File: config.mk
export PLATFORM = sky130hd
export DESIGN_NAME = epi_top
export DESIGN_NICKNAME = d
export VERILOG_FILES = /design/src/rtl/epi_pkg.sv /design/src/rtl/epi_sense_unit.sv /design/src/rtl/epi_top.sv
export SDC_FILE = /design/constraint.sdc
export NUM_CORES = 1
export LEC_CHECK = 0
export BUFFER_PORTS_ARGS = -buffer_cell sky130_fd_sc_hd__buf_2
export CORE_MARGIN = 10
export CORE_UTILIZATION = 48
export DETAILED_ROUTE_END_ITERATION = 7
export PLACE_DENSITY_LB_ADDON = 0.3
export RECOVER_POWER = 50
export SLEW_MARGIN = 20
export SYNTH_ARGS = -nofsm -noshare
export SYNTH_HDL_FRONTEND = slang
export SYNTH_SLANG_ARGS = --single-unit
File: constraint.sdc
create_clock -name mclk -period 2 [get_ports mclk]
set_input_delay 0.3 -clock mclk [delete_from_list [all_inputs] [get_ports mclk]]
set_output_delay 0.3 -clock mclk [all_outputs]
set_load 0.03 [all_outputs]
File: src/rtl/epi_pkg.sv
// Package of constants and types for the external pin interrupt unit.
// Summary of operation
// - Pins raise requests even when driven as outputs
// - Group high request on enabled pins 23..16
// - Group mid request on enabled pins 14..8
// - Group low request on enabled pins 7..0
// - Per-pin masks gate each toggle group
// - Toggle activity seen without a running clock
// - Level mode requests while pin held low
// - Edges detected only while clock runs
// - Low level seen without clock for wake
// - Low level lost before start-up: no request
// - Pin request needs global flag and mask
// - Pins sampled; pulses over one clock caught
// - Pin b sense field at bits 3..2
// - Pin a sense field at bits 1..0
// - Sense register bits 7..4 read zero
// - Pin flag set on event, one clears
// - Group flag set on change, one clears
// - Group enable and global flag gate request
`default_nettype none

package epi_pkg;

  // Register indices; byte address is four times the index
  localparam logic [7:0] EPI_IDX_SENSE    = 8'h69;
  localparam logic [7:0] EPI_IDX_PIN_MASK = 8'h3d;
  localparam logic [7:0] EPI_IDX_PIN_FLAG = 8'h3c;
  localparam logic [7:0] EPI_IDX_GRP_EN   = 8'h68;
  localparam logic [7:0] EPI_IDX_GRP_FLAG = 8'h3b;
  localparam logic [7:0] EPI_IDX_TMASK0   = 8'h6b;
  localparam logic [7:0] EPI_IDX_TMASK1   = 8'h6c;
  localparam logic [7:0] EPI_IDX_TMASK2   = 8'h6d;

  // Reset values
  localparam logic [3:0]  EPI_RST_SENSE = 4'h0;
  localparam logic [1:0]  EPI_RST_PMASK = 2'h0;
  localparam logic [2:0]  EPI_RST_GEN   = 3'h0;
  localparam logic [23:0] EPI_RST_TMASK = 24'h000000;

  // Field positions
  localparam int unsigned EPI_SENSE_A_LSB = 0;
  localparam int unsigned EPI_SENSE_B_LSB = 2;
  localparam logic [23:0] EPI_TMASK_IMPL  = 24'hff7fff;

  // Request vector positions
  localparam int unsigned EPI_RQ_PIN_A = 0;
  localparam int unsigned EPI_RQ_PIN_B = 1;
  localparam int unsigned EPI_RQ_LOW   = 2;
  localparam int unsigned EPI_RQ_MID   = 3;
  localparam int unsigned EPI_RQ_HIGH  = 4;

  localparam logic [1:0] EPI_HTRANS_NONSEQ = 2'h2;

  typedef enum logic [1:0]
  {
    EPI_SENSE_LOW  = 2'b00,
    EPI_SENSE_ANY  = 2'b01,
    EPI_SENSE_FALL = 2'b10,
    EPI_SENSE_RISE = 2'b11
  } epi_sense_t;

  typedef struct packed
  {
    logic s1;
    logic s2;
    logic prev;
    logic hit;
  } epi_sense_state_t;

  typedef struct packed
  {
    logic [3:0]  sense;
    logic [1:0]  pin_mask;
    logic [1:0]  pin_flag;
    logic [2:0]  grp_en;
    logic [2:0]  grp_flag;
    logic [23:0] tmask;
    logic [23:0] tsync1;
    logic [23:0] tsync2;
    logic [23:0] tprev;
    logic        dp_write;
    logic        dp_ok;
    logic [7:0]  dp_idx;
    logic [31:0] rdata;
  } epi_state_t;

  function automatic logic epi_hit(input logic [31:0] addr,
                                   input logic [7:0]  idx);
    epi_hit = (addr[31:10] == 22'h000000) && (addr[1:0] == 2'h0)
              && (addr[9:2] == idx);
  endfunction : epi_hit

endpackage : epi_pkg

`default_nettype wire

File: src/rtl/epi_sense_unit.sv
// Synchroniser and edge/level sense detector for one dedicated pin.
`default_nettype none

module epi_sense_unit
(
  input  wire logic       mclk,
  input  wire logic       rst_n,
  input  wire logic       pin,
  input  wire logic [1:0] sense,
  output logic            pin_level,
  output logic            edge_hit
);

  epi_pkg::epi_sense_state_t st_reg;
  epi_pkg::epi_sense_state_t st_next;

  always_comb
  begin
    st_next      = st_reg;
    st_next.s1   = pin;
    st_next.s2   = st_reg.s1;
    st_next.prev = st_reg.s2;
    // Edges exist only while mclk runs; no clock, no detection
    unique case (epi_pkg::epi_sense_t'(sense))
      epi_pkg::EPI_SENSE_LOW:
        st_next.hit = 1'b0;
      epi_pkg::EPI_SENSE_ANY:
        st_next.hit = st_reg.s2 ^ st_reg.prev;
      epi_pkg::EPI_SENSE_FALL:
        st_next.hit = st_reg.prev & ~st_reg.s2;
      epi_pkg::EPI_SENSE_RISE:
        st_next.hit = ~st_reg.prev & st_reg.s2;
    endcase
  end

  always_ff @(posedge mclk or negedge rst_n)
  begin
    if (!rst_n)
      st_reg <= '{s1: 1'b1, s2: 1'b1, prev: 1'b1, hit: 1'b0};
    else
      st_reg <= st_next;
  end

  assign pin_level = st_reg.s2;
  assign edge_hit  = st_reg.hit;
endmodule : epi_sense_unit

`default_nettype wire

File: src/rtl/epi_top.sv
// External pin interrupt unit with AHB-Lite register slave.
//
// The implementer's own choice: the AHB-Lite interface to the registers.
`default_nettype none

module epi_top
(
  input  wire logic        mclk,
  input  wire logic        rst_n,
  input  wire logic        hsel,
  input  wire logic [31:0] haddr,
  input  wire logic [1:0]  htrans,
  input  wire logic        hwrite,
  input  wire logic [2:0]  hsize,
  input  wire logic [31:0] hwdata,
  input  wire logic        hready,
  output logic             hreadyout,
  output logic             hresp,
  output logic [31:0]      hrdata,
  input  wire logic        ext_request_pin_a,
  input  wire logic        ext_request_pin_b,
  input  wire logic [23:0] toggle_watch_inputs,
  input  wire logic        global_int_enable,
  input  wire logic [4:0]  irq_ack,
  output logic [4:0]       irq_req,
  output logic             wake_async
);

  epi_pkg::epi_state_t st_reg;
  epi_pkg::epi_state_t st_next;

  logic [1:0]  pin_level;
  logic [1:0]  edge_hit;
  logic [1:0]  pins;
  logic [1:0]  level_mode;
  logic [23:0] tchg;
  logic [2:0]  grp_hit;
  logic [23:0] raw_chg;
  logic [2:0]  raw_grp;
  logic        accept;

  assign pins = {ext_request_pin_b, ext_request_pin_a};

  // Pins are watched whether driven by the board or by our own outputs
  genvar g;
  generate
    for (g = 0; g < 2; g++)
    begin : g_sense
      epi_sense_unit u_sense
      (
        .mclk      (mclk),
        .rst_n     (rst_n),
        .pin       (pins[g]),
        .sense     (st_reg.sense[2*g+1:2*g]),
        .pin_level (pin_level[g]),
        .edge_hit  (edge_hit[g])
      );
      assign level_mode[g] =
        (st_reg.sense[2*g+1:2*g] == epi_pkg::EPI_SENSE_LOW);
    end
  endgenerate

  assign accept = hsel && hready && (htrans == epi_pkg::EPI_HTRANS_NONSEQ);

  // Synchronised change against previous sample, masked per pin
  assign tchg = (st_reg.tsync2 ^ st_reg.tprev) & st_reg.tmask;

  assign grp_hit[0] = |tchg[7:0];
  assign grp_hit[1] = |tchg[14:8];
  assign grp_hit[2] = |tchg[23:16];

  // Clockless compare for wake; glitches while the sync chain catches up
  assign raw_chg = (toggle_watch_inputs ^ st_reg.tprev) & st_reg.tmask;
  assign raw_grp[0] = |raw_chg[7:0];
  assign raw_grp[1] = |raw_chg[14:8];
  assign raw_grp[2] = |raw_chg[23:16];

  always_comb
  begin
    logic [1:0] pclr;
    logic [2:0] gclr;
    logic [7:0] wd;
    pclr = 2'h0;
    gclr = 3'h0;
    wd   = hwdata[7:0];
    st_next = st_reg;

    st_next.tsync1 = toggle_watch_inputs;
    st_next.tsync2 = st_reg.tsync1;
    st_next.tprev  = st_reg.tsync2;

    // Data phase of a write
    if (st_reg.dp_write && st_reg.dp_ok)
    begin
      unique case (st_reg.dp_idx)
        epi_pkg::EPI_IDX_SENSE:
          st_next.sense = wd[3:0];
        epi_pkg::EPI_IDX_PIN_MASK:
          st_next.pin_mask = wd[1:0];
        epi_pkg::EPI_IDX_PIN_FLAG:
          pclr = wd[1:0];
        epi_pkg::EPI_IDX_GRP_EN:
          st_next.grp_en = wd[2:0];
        epi_pkg::EPI_IDX_GRP_FLAG:
          gclr = wd[2:0];
        epi_pkg::EPI_IDX_TMASK0:
          st_next.tmask[7:0] = wd;
        epi_pkg::EPI_IDX_TMASK1:
          st_next.tmask[15:8] = wd & epi_pkg::EPI_TMASK_IMPL[15:8];
        epi_pkg::EPI_IDX_TMASK2:
          st_next.tmask[23:16] = wd;
        default:
          st_next.tmask = st_reg.tmask;
      endcase
    end

    // Handler entry or write-one clears; a new event wins over the clear
    pclr = pclr | irq_ack[1:0];
    gclr = gclr | irq_ack[4:2];
    st_next.pin_flag = (st_reg.pin_flag & ~pclr) | edge_hit;
    st_next.grp_flag = (st_reg.grp_flag & ~gclr) | grp_hit;

    // Level mode keeps the pin flag cleared
    if (st_next.sense[1:0] == epi_pkg::EPI_SENSE_LOW)
      st_next.pin_flag[0] = 1'b0;
    if (st_next.sense[3:2] == epi_pkg::EPI_SENSE_LOW)
      st_next.pin_flag[1] = 1'b0;

    // Address phase capture
    st_next.dp_write = accept && hwrite;
    st_next.dp_ok    = 1'b0;
    st_next.dp_idx   = haddr[9:2];
    st_next.rdata    = st_reg.rdata;
    if (accept)
    begin
      st_next.dp_ok = (haddr[31:10] == 22'h000000) && (haddr[1:0] == 2'h0);
    end

    // Read data taken from the next state so a write just ahead is seen
    if (accept && !hwrite)
    begin
      st_next.rdata = 32'h00000000;
      if (epi_pkg::epi_hit(haddr, epi_pkg::EPI_IDX_SENSE))
        st_next.rdata[3:0] = st_next.sense;
      else if (epi_pkg::epi_hit(haddr, epi_pkg::EPI_IDX_PIN_MASK))
        st_next.rdata[1:0] = st_next.pin_mask;
      else if (epi_pkg::epi_hit(haddr, epi_pkg::EPI_IDX_PIN_FLAG))
        st_next.rdata[1:0] = st_next.pin_flag;
      else if (epi_pkg::epi_hit(haddr, epi_pkg::EPI_IDX_GRP_EN))
        st_next.rdata[2:0] = st_next.grp_en;
      else if (epi_pkg::epi_hit(haddr, epi_pkg::EPI_IDX_GRP_FLAG))
        st_next.rdata[2:0] = st_next.grp_flag;
      else if (epi_pkg::epi_hit(haddr, epi_pkg::EPI_IDX_TMASK0))
        st_next.rdata[7:0] = st_next.tmask[7:0];
      else if (epi_pkg::epi_hit(haddr, epi_pkg::EPI_IDX_TMASK1))
        st_next.rdata[7:0] = st_next.tmask[15:8];
      else if (epi_pkg::epi_hit(haddr, epi_pkg::EPI_IDX_TMASK2))
        st_next.rdata[7:0] = st_next.tmask[23:16];
    end
  end

  always_ff @(posedge mclk or negedge rst_n)
  begin
    if (!rst_n)
    begin
      st_reg          <= '0;
      st_reg.sense    <= epi_pkg::EPI_RST_SENSE;
      st_reg.pin_mask <= epi_pkg::EPI_RST_PMASK;
      st_reg.grp_en   <= epi_pkg::EPI_RST_GEN;
      st_reg.tmask    <= epi_pkg::EPI_RST_TMASK;
    end
    else
    begin
      st_reg <= st_next;
    end
  end

  // Zero-wait slave, always OKAY
  assign hreadyout = 1'b1;
  assign hresp     = 1'b0;
  assign hrdata    = st_reg.rdata;

  // Level request follows the synchronised pin; a level gone early asks
  // nothing, so the driver must hold it through start-up
  always_comb
  begin
    for (int i = 0; i < 2; i++)
    begin
      if (level_mode[i])
        irq_req[i] = global_int_enable && st_reg.pin_mask[i]
                     && !pin_level[i];
      else
        irq_req[i] = global_int_enable && st_reg.pin_mask[i]
                     && st_reg.pin_flag[i];
    end
    irq_req[4:2] = global_int_enable ? (st_reg.grp_flag & st_reg.grp_en)
                                     : 3'h0;
  end

  // Clockless wake: raw low level and raw toggles, no mclk needed
  assign wake_async =
      (level_mode[0] && st_reg.pin_mask[0] && !ext_request_pin_a)
    | (level_mode[1] && st_reg.pin_mask[1] && !ext_request_pin_b)
    | (|(raw_grp & st_reg.grp_en));
endmodule : epi_top

`default_nettype wire

# Word-level counts from Yosys, hierarchy flattened
# Cells that the tools add are included.
[word_totals]
regBits = 136
in_bits = 106
out_inout_bits = 40
word_cells = 146
[op_classes]
eq_ne = 23
mux = 34
n_bitwise = 26
n_reduce_logical = 42
[op_table]
columns = ["operator", "count"]
rows = [
  ["== test 8 x 7 -> 1 bit, second input constant", 10],
  ["AND 24 bit", 2],
  ["== test 8 x 6 -> 1 bit, second input constant", 6],
  ["two-way mux 8 bit", 6],
  ["bitwise XOR 24 bit", 2],
  ["OR reduction 8 bit", 4],
  ["logical AND 1 bit", 24],
  ["two-way mux 24 bit", 1],
  ["zero test 22 bit", 1],
  ["two-way mux 3 bit", 7],
  ["two-way mux 6 bit", 3],
  ["OR reduction 7 bit", 2],
  ["two-way mux 4 bit", 3],
  ["== test 2 bit, second input constant", 5],
  ["zero test 2 bit", 5],
  ["two-way mux 2 bit", 5],
  ["two-way mux 5 bit", 2],
  ["AND 3 bit", 3],
  ["case mux 1 bit (4 select lines)", 2],
  ["bitwise OR 3 bit", 2],
  ["zero test 1 bit", 5],
  ["two-way mux 1 bit", 5],
  ["AND 1 bit", 4],
  ["== test 2 x 1 -> 1 bit, second input constant", 2],
  ["other kinds (8)", 14],
]

# Logic depth before layout (Yosys ltp)
[depth]
word_depth = 12
depth_mapped = 8
depth_no_buf = 6

# Modules after synthesis
# Synthesis repeated with hierarchy kept, for this count alone.
[hier_totals]
cells_unflattened = 446
area_unflattened_um2 = 5719.2
[by_module_without_submodules]
columns = ["mod", "instances", "cells_each", "area_per_inst_um2", "seq_area_each_um2"]
rows = [
  ["epi_top", 1, 422, 5386.4, 3128.0],
  ["epi_sense_unit", 2, 12, 166.4, 103.8],
]

# Worst setup path after synthesis
# OpenSTA, ideal clock, no wires.
[synth_path]
kind = "register to register"
from = "register st_reg[36] in the netlist's numbering"
to = "register st_reg, in the netlist hrdata[1]"
setup_time_ns = 0.134
arrival_ns = 2.058
required_time_ns = 1.866
setup_slack_ns = -0.191
path_stages_with_launch = 8
path_buffers = 1
synth_period_minus_slack_ns = 2.191
path_cell_list = "dfrtp_1 or3b_1 buf_6 nor4_4 mux2i_1 o32ai_1 a221oi_1 o211ai_2"
[synth_between]
elab_chain_cells = 12
word_cells_on_any_way = 39
classes_between = "eq/ne: 8; mux: 22; bitwise: 8; reduce/logical: 1"
[synth_rtl]
columns = ["element", "line_no", "source"]
rows = [
  ["start, declared", "epi_top.sv:29", "epi_pkg::epi_state_t st_reg;"],
  ["start signal, assigned", "epi_top.sv:174", "st_reg <= st_next;"],
  ["== test 8 x 6 -> 1 bit", "epi_top.sv:95", "unique case (st_reg.dp_idx)"],
  ["two-way mux 3 bit", "epi_top.sv:95", ""],
  ["two-way mux 3 bit", "epi_top.sv:93", "if (st_reg.dp_write && st_reg.dp_ok)"],
  ["bitwise OR 3 bit", "epi_top.sv:119", "gclr = gclr | irq_ack[4:2];"],
  ["NOT 3 bit", "epi_top.sv:121", "st_next.grp_flag = (st_reg.grp_flag & ~gclr) | grp_hit;"],
  ["AND 3 bit", "epi_top.sv:121", ""],
  ["bitwise OR 3 bit", "epi_top.sv:121", ""],
  ["two-way mux 3 bit", "epi_top.sv:151", "else if (epi_pkg::epi_hit(haddr, epi_pkg::EPI_IDX_GRP_FLAG))"],
  ["two-way mux 3 bit", "epi_top.sv:149", "else if (epi_pkg::epi_hit(haddr, epi_pkg::EPI_IDX_GRP_EN))"],
  ["two-way mux 2 bit", "epi_top.sv:147", "else if (epi_pkg::epi_hit(haddr, epi_pkg::EPI_IDX_PIN_FLAG))"],
  ["two-way mux 2 bit", "epi_top.sv:145", "else if (epi_pkg::epi_hit(haddr, epi_pkg::EPI_IDX_PIN_MASK))"],
  ["two-way mux 4 bit (*)", "epi_top.sv:143", "if (epi_pkg::epi_hit(haddr, epi_pkg::EPI_IDX_SENSE))"],
]
# Mark *: on every way between the ends. The rest lies on a longest branch, timed or not.
# A chain may end at the register's enable or synchronous reset.

# Worst setup path after layout
[layout_path]
from = "register st_reg[61] in the netlist's numbering"
to = "output port wake_async"
[layout_between]
elab_chain_cells = 6
[layout_rtl]
columns = ["element", "line_no", "source"]
rows = [
  ["bitwise XOR 24 bit", "epi_top.sv:73", "assign raw_chg = (toggle_watch_inputs ^ st_reg.tprev) & st_reg.tmask;"],
  ["AND 24 bit", "epi_top.sv:73", ""],
  ["OR reduction 8 bit", "epi_top.sv:76", "assign raw_grp[2] = |raw_chg[23:16];"],
  ["AND 3 bit", "epi_top.sv:204", "| (|(raw_grp & st_reg.grp_en));"],
  ["OR reduction 3 bit", "epi_top.sv:204", ""],
  ["bitwise OR 1 bit", "epi_top.sv:204", ""],
  ["end, declared", "epi_top.sv:26", "output logic wake_async"],
]
# No other way between the ends.

==> reports/qor.txt <==
status = complete, but fails checks
failing checks = negative setup slack
# port buffers = 91
pwr dens = 870 nW/um^2
clock buffer depth = 2
ys async rst share = 100%
cell depth of the worst min-delay path = 1
drt total wl = 14,200 microns
fin area = 7490 sq um
Gate Count Post-Synth = 458
Clock Pin Slew Worst Setup and Hold Paths = 0.06 ns
post-synthesis simple-gate area fraction = 11.4%
Setup Skew = 0.00527 ns
die area = 16,900 sq um
Syn-to-layout area delta = 28.8%
R2R cell count = 7
GRT Util Overall = 17.4%
startpoint types = flop
max reg flops = 71
clk sinks = 133
Setup TNS Final = -0.727 ns
row cnt = 40
DP HPWL = 10,800 microns
clk_lat worst skew = 0.41 ns
Avg Vias per Cell = 5.30
nets = 724
post-synthesis xor/xnor area fraction = 7.08%
first-pass GRT wire length = 22,700 microns
Initial Utilization = 48.6%
routability cong. = 0.837
mux share of post-synthesis cell area = 6.71%
clk root buf = clkbuf_16
Max VDD drop = 565 uV
Synth area leaders = dfrtp_1 55%, xor2_1 7.1%, mux2_2 4.6%, buf_4 4.4%, a22oi_1 2.8%
1st-pass router iterations = 5
antenna cells = 0
max-capacitance violation count = 0
core area = 12,000 sq um
fin crit period = 2.20 ns
final setup violation count = 9
total congestion overflow = 0
CP Capture Type = primary output
maximum operating frequency = 0.454 GHz
Slew headroom = 34.8%
WP data required = 1.70 ns
Post-synth top cells = 127 x dfrtp_1, 47 x xor2_1, 34 x buf_4
Post-Syn Area = 5810 sq um
worst min path class = in -> reg
Leak = 3.53 nW
WP data arrival = 1.90 ns
Placed Instance Area = 6620 sq um
DRC = 0
library cells used by synthesis = 66
Post-synth EDFFs = 0
Ys Warns = 0
total CTS buffers = 17
#FFs+latches synth = 133
Compound-Gate Fraction of Synth Area = 9.77%
number of H-tree levels = 4
Slew @ Worst Pin = 0.978 ns
Adder-Cell Fraction of Synth Area = 0.861%
Die W = 130 microns
routed len/inst = 18.3 microns
Max FO, Critical Path = 2
IO Pins = 146
post-synth top area share = 54.7%
vias in the first global route = 4,533
largest net degree at the start of global routing = 41
period utilisation layout = 110%
Seq/Total Area, Yosys = 57.4%
top-count cell post-synth = dfrtp_1
largest family of logic cells by synthesized area = simple AND/OR/NAND/NOR gates
initial antenna violation count = 0
largest area contributor in the netlist = dfrtp_1
RSZ-0062 raised after global routing = yes
final worst slack = -0.200 ns
via count = 4,104
synthesized area per cell = 12.7 sq um
Crit Path Class = reg -> out
TritonCTS clock tree = yes
layout cell share with drive strength beyond 1 = 35.4%
Iteration-0 DRC Markers = 334
Final Max Slew Viols = 0
Final ANT Viol Nets = 0
ys flop type = dfrtp_1
Util after Layout = 62.6%
Die Height = 130 microns
Hold Vio Cnt, Final = 0
routing by layer:
metal  vias to the layer above  share of wire, %  global-route usage (%)
met5                         -                 0                       0
met4                         0               1.9                    6.61
met3                        19               7.3                    5.35
met2                       142                49                    27.9
met1                      2038                42                    21.7
li1                       1905                 -                       -
path summary, 6_finish.rpt:
path | from | end | slack, ns
worst max-delay path | st_reg[61] | wake_async | -0.20
worst min-delay path | haddr[7] | st_reg[37] | 0.02
worst max register to register | st_reg[39] | hrdata[0] | -0.13
worst min register to register | st_next[85] | st_next[61] | 0.35
max in group asynchronous | rst_n | g_sense[0].u_sense.st_reg[1] | 0.33
min in group asynchronous | rst_n | st_next[82] | 0.59
layout make-up:
type | count | area (sq um)
Sequential cell | 133 | 3340
Clock inverter | 7 | 92.6
Clock buffer | 25 | 515
Fill cell | 928 | 4470
Timing Repair Buffer | 155 | 946
Inverter | 17 | 63.8
Tap cell | 147 | 184
Multi-Input combinational cell | 290 | 2350
per-stage QoR:
| step | hold WS [ns] | instances | setup slack [ns] | power [mW] |
|---|---|---|---|---|
| after floorplan | 0.00441 | 482 | -0.191 | 3.21 |
| final | 0.0164 | 774 | -0.200 | 6.52 |
| after CTS | 0.00131 | 773 | -0.192 | 6.57 |
| after global routing | 0.00387 | 774 | -0.292 | 6.77 |
| after global placement | 0.305 | 727 | -0.217 | 3.41 |
| after detailed placement | 0.315 | 727 | -0.263 | 3.43 |
kinds of logic after synthesis:
family | count (synthesis)
flops | 133
simple gates | 102
compound gates | 75
buf+inv | 59
xor+xnor | 47
mux | 36
fa+ha+maj | 4
other cells | 2
power by group:
group / total [mW] / leakage [nW] / internal [mW] / switching [mW]
Sequential: 2.89 / 1.60 / 2.81 / 0.0793
Clock: 3.11 / 0.292 / 2.03 / 1.08
Combinational: 0.521 / 1.64 / 0.206 / 0.315
layout by cell type (no fill, tap or decap), types with 3 or more instances in the layout:
cell type,netlist,routed
dfrtp_1,127,127
buf_2,2,61
buf_4,34,50
xor2_1,47,47
clkbuf_1,2,32
conb_1,2,26
a22oi_1,22,21
mux2_2,24,20
inv_1,17,17
nand2_1,17,17
clkbuf_16,0,17
nand4_1,15,15
mux2i_1,12,10
nand2b_1,10,10
nor2_1,9,9
buf_6,1,8
clkbuf_8,1,6
o21ai_0,8,5
nor4_1,7,5
and2_1,4,4
nand4b_1,4,4
and3_1,4,4
mux2_4,0,4
a22o_1,4,4
ha_1,4,4
dfstp_2,6,4
a21oi_1,3,3
nor2b_1,3,3
a211oi_1,3,3
o22ai_1,5,3
o221ai_2,0,3
o21bai_1,3,3
o21ai_1,1,3
a21boi_2,0,3
clkinvlp_4,0,3
dlygate4sd3_1,0,3
worst max-delay path, stage by stage, from the launching register on:
cell and delay [ns]:
dfrtp_1 0.39, xor2_1 0.15, a22oi_1 0.20, nand4_1 0.25
a22oi_2 0.21, nand4_1 0.13, buf_6 0.17
repair_timing:
item,4_1_cts,5_1_grt
endpoints found under the setup margin,9,11
buffers inserted,11,1
gates resized for setup,31,17
hold buffers,3,0
pin swaps,29,11
hold endpoints to repair,38,0
Power figures use the tool's default switching activity.
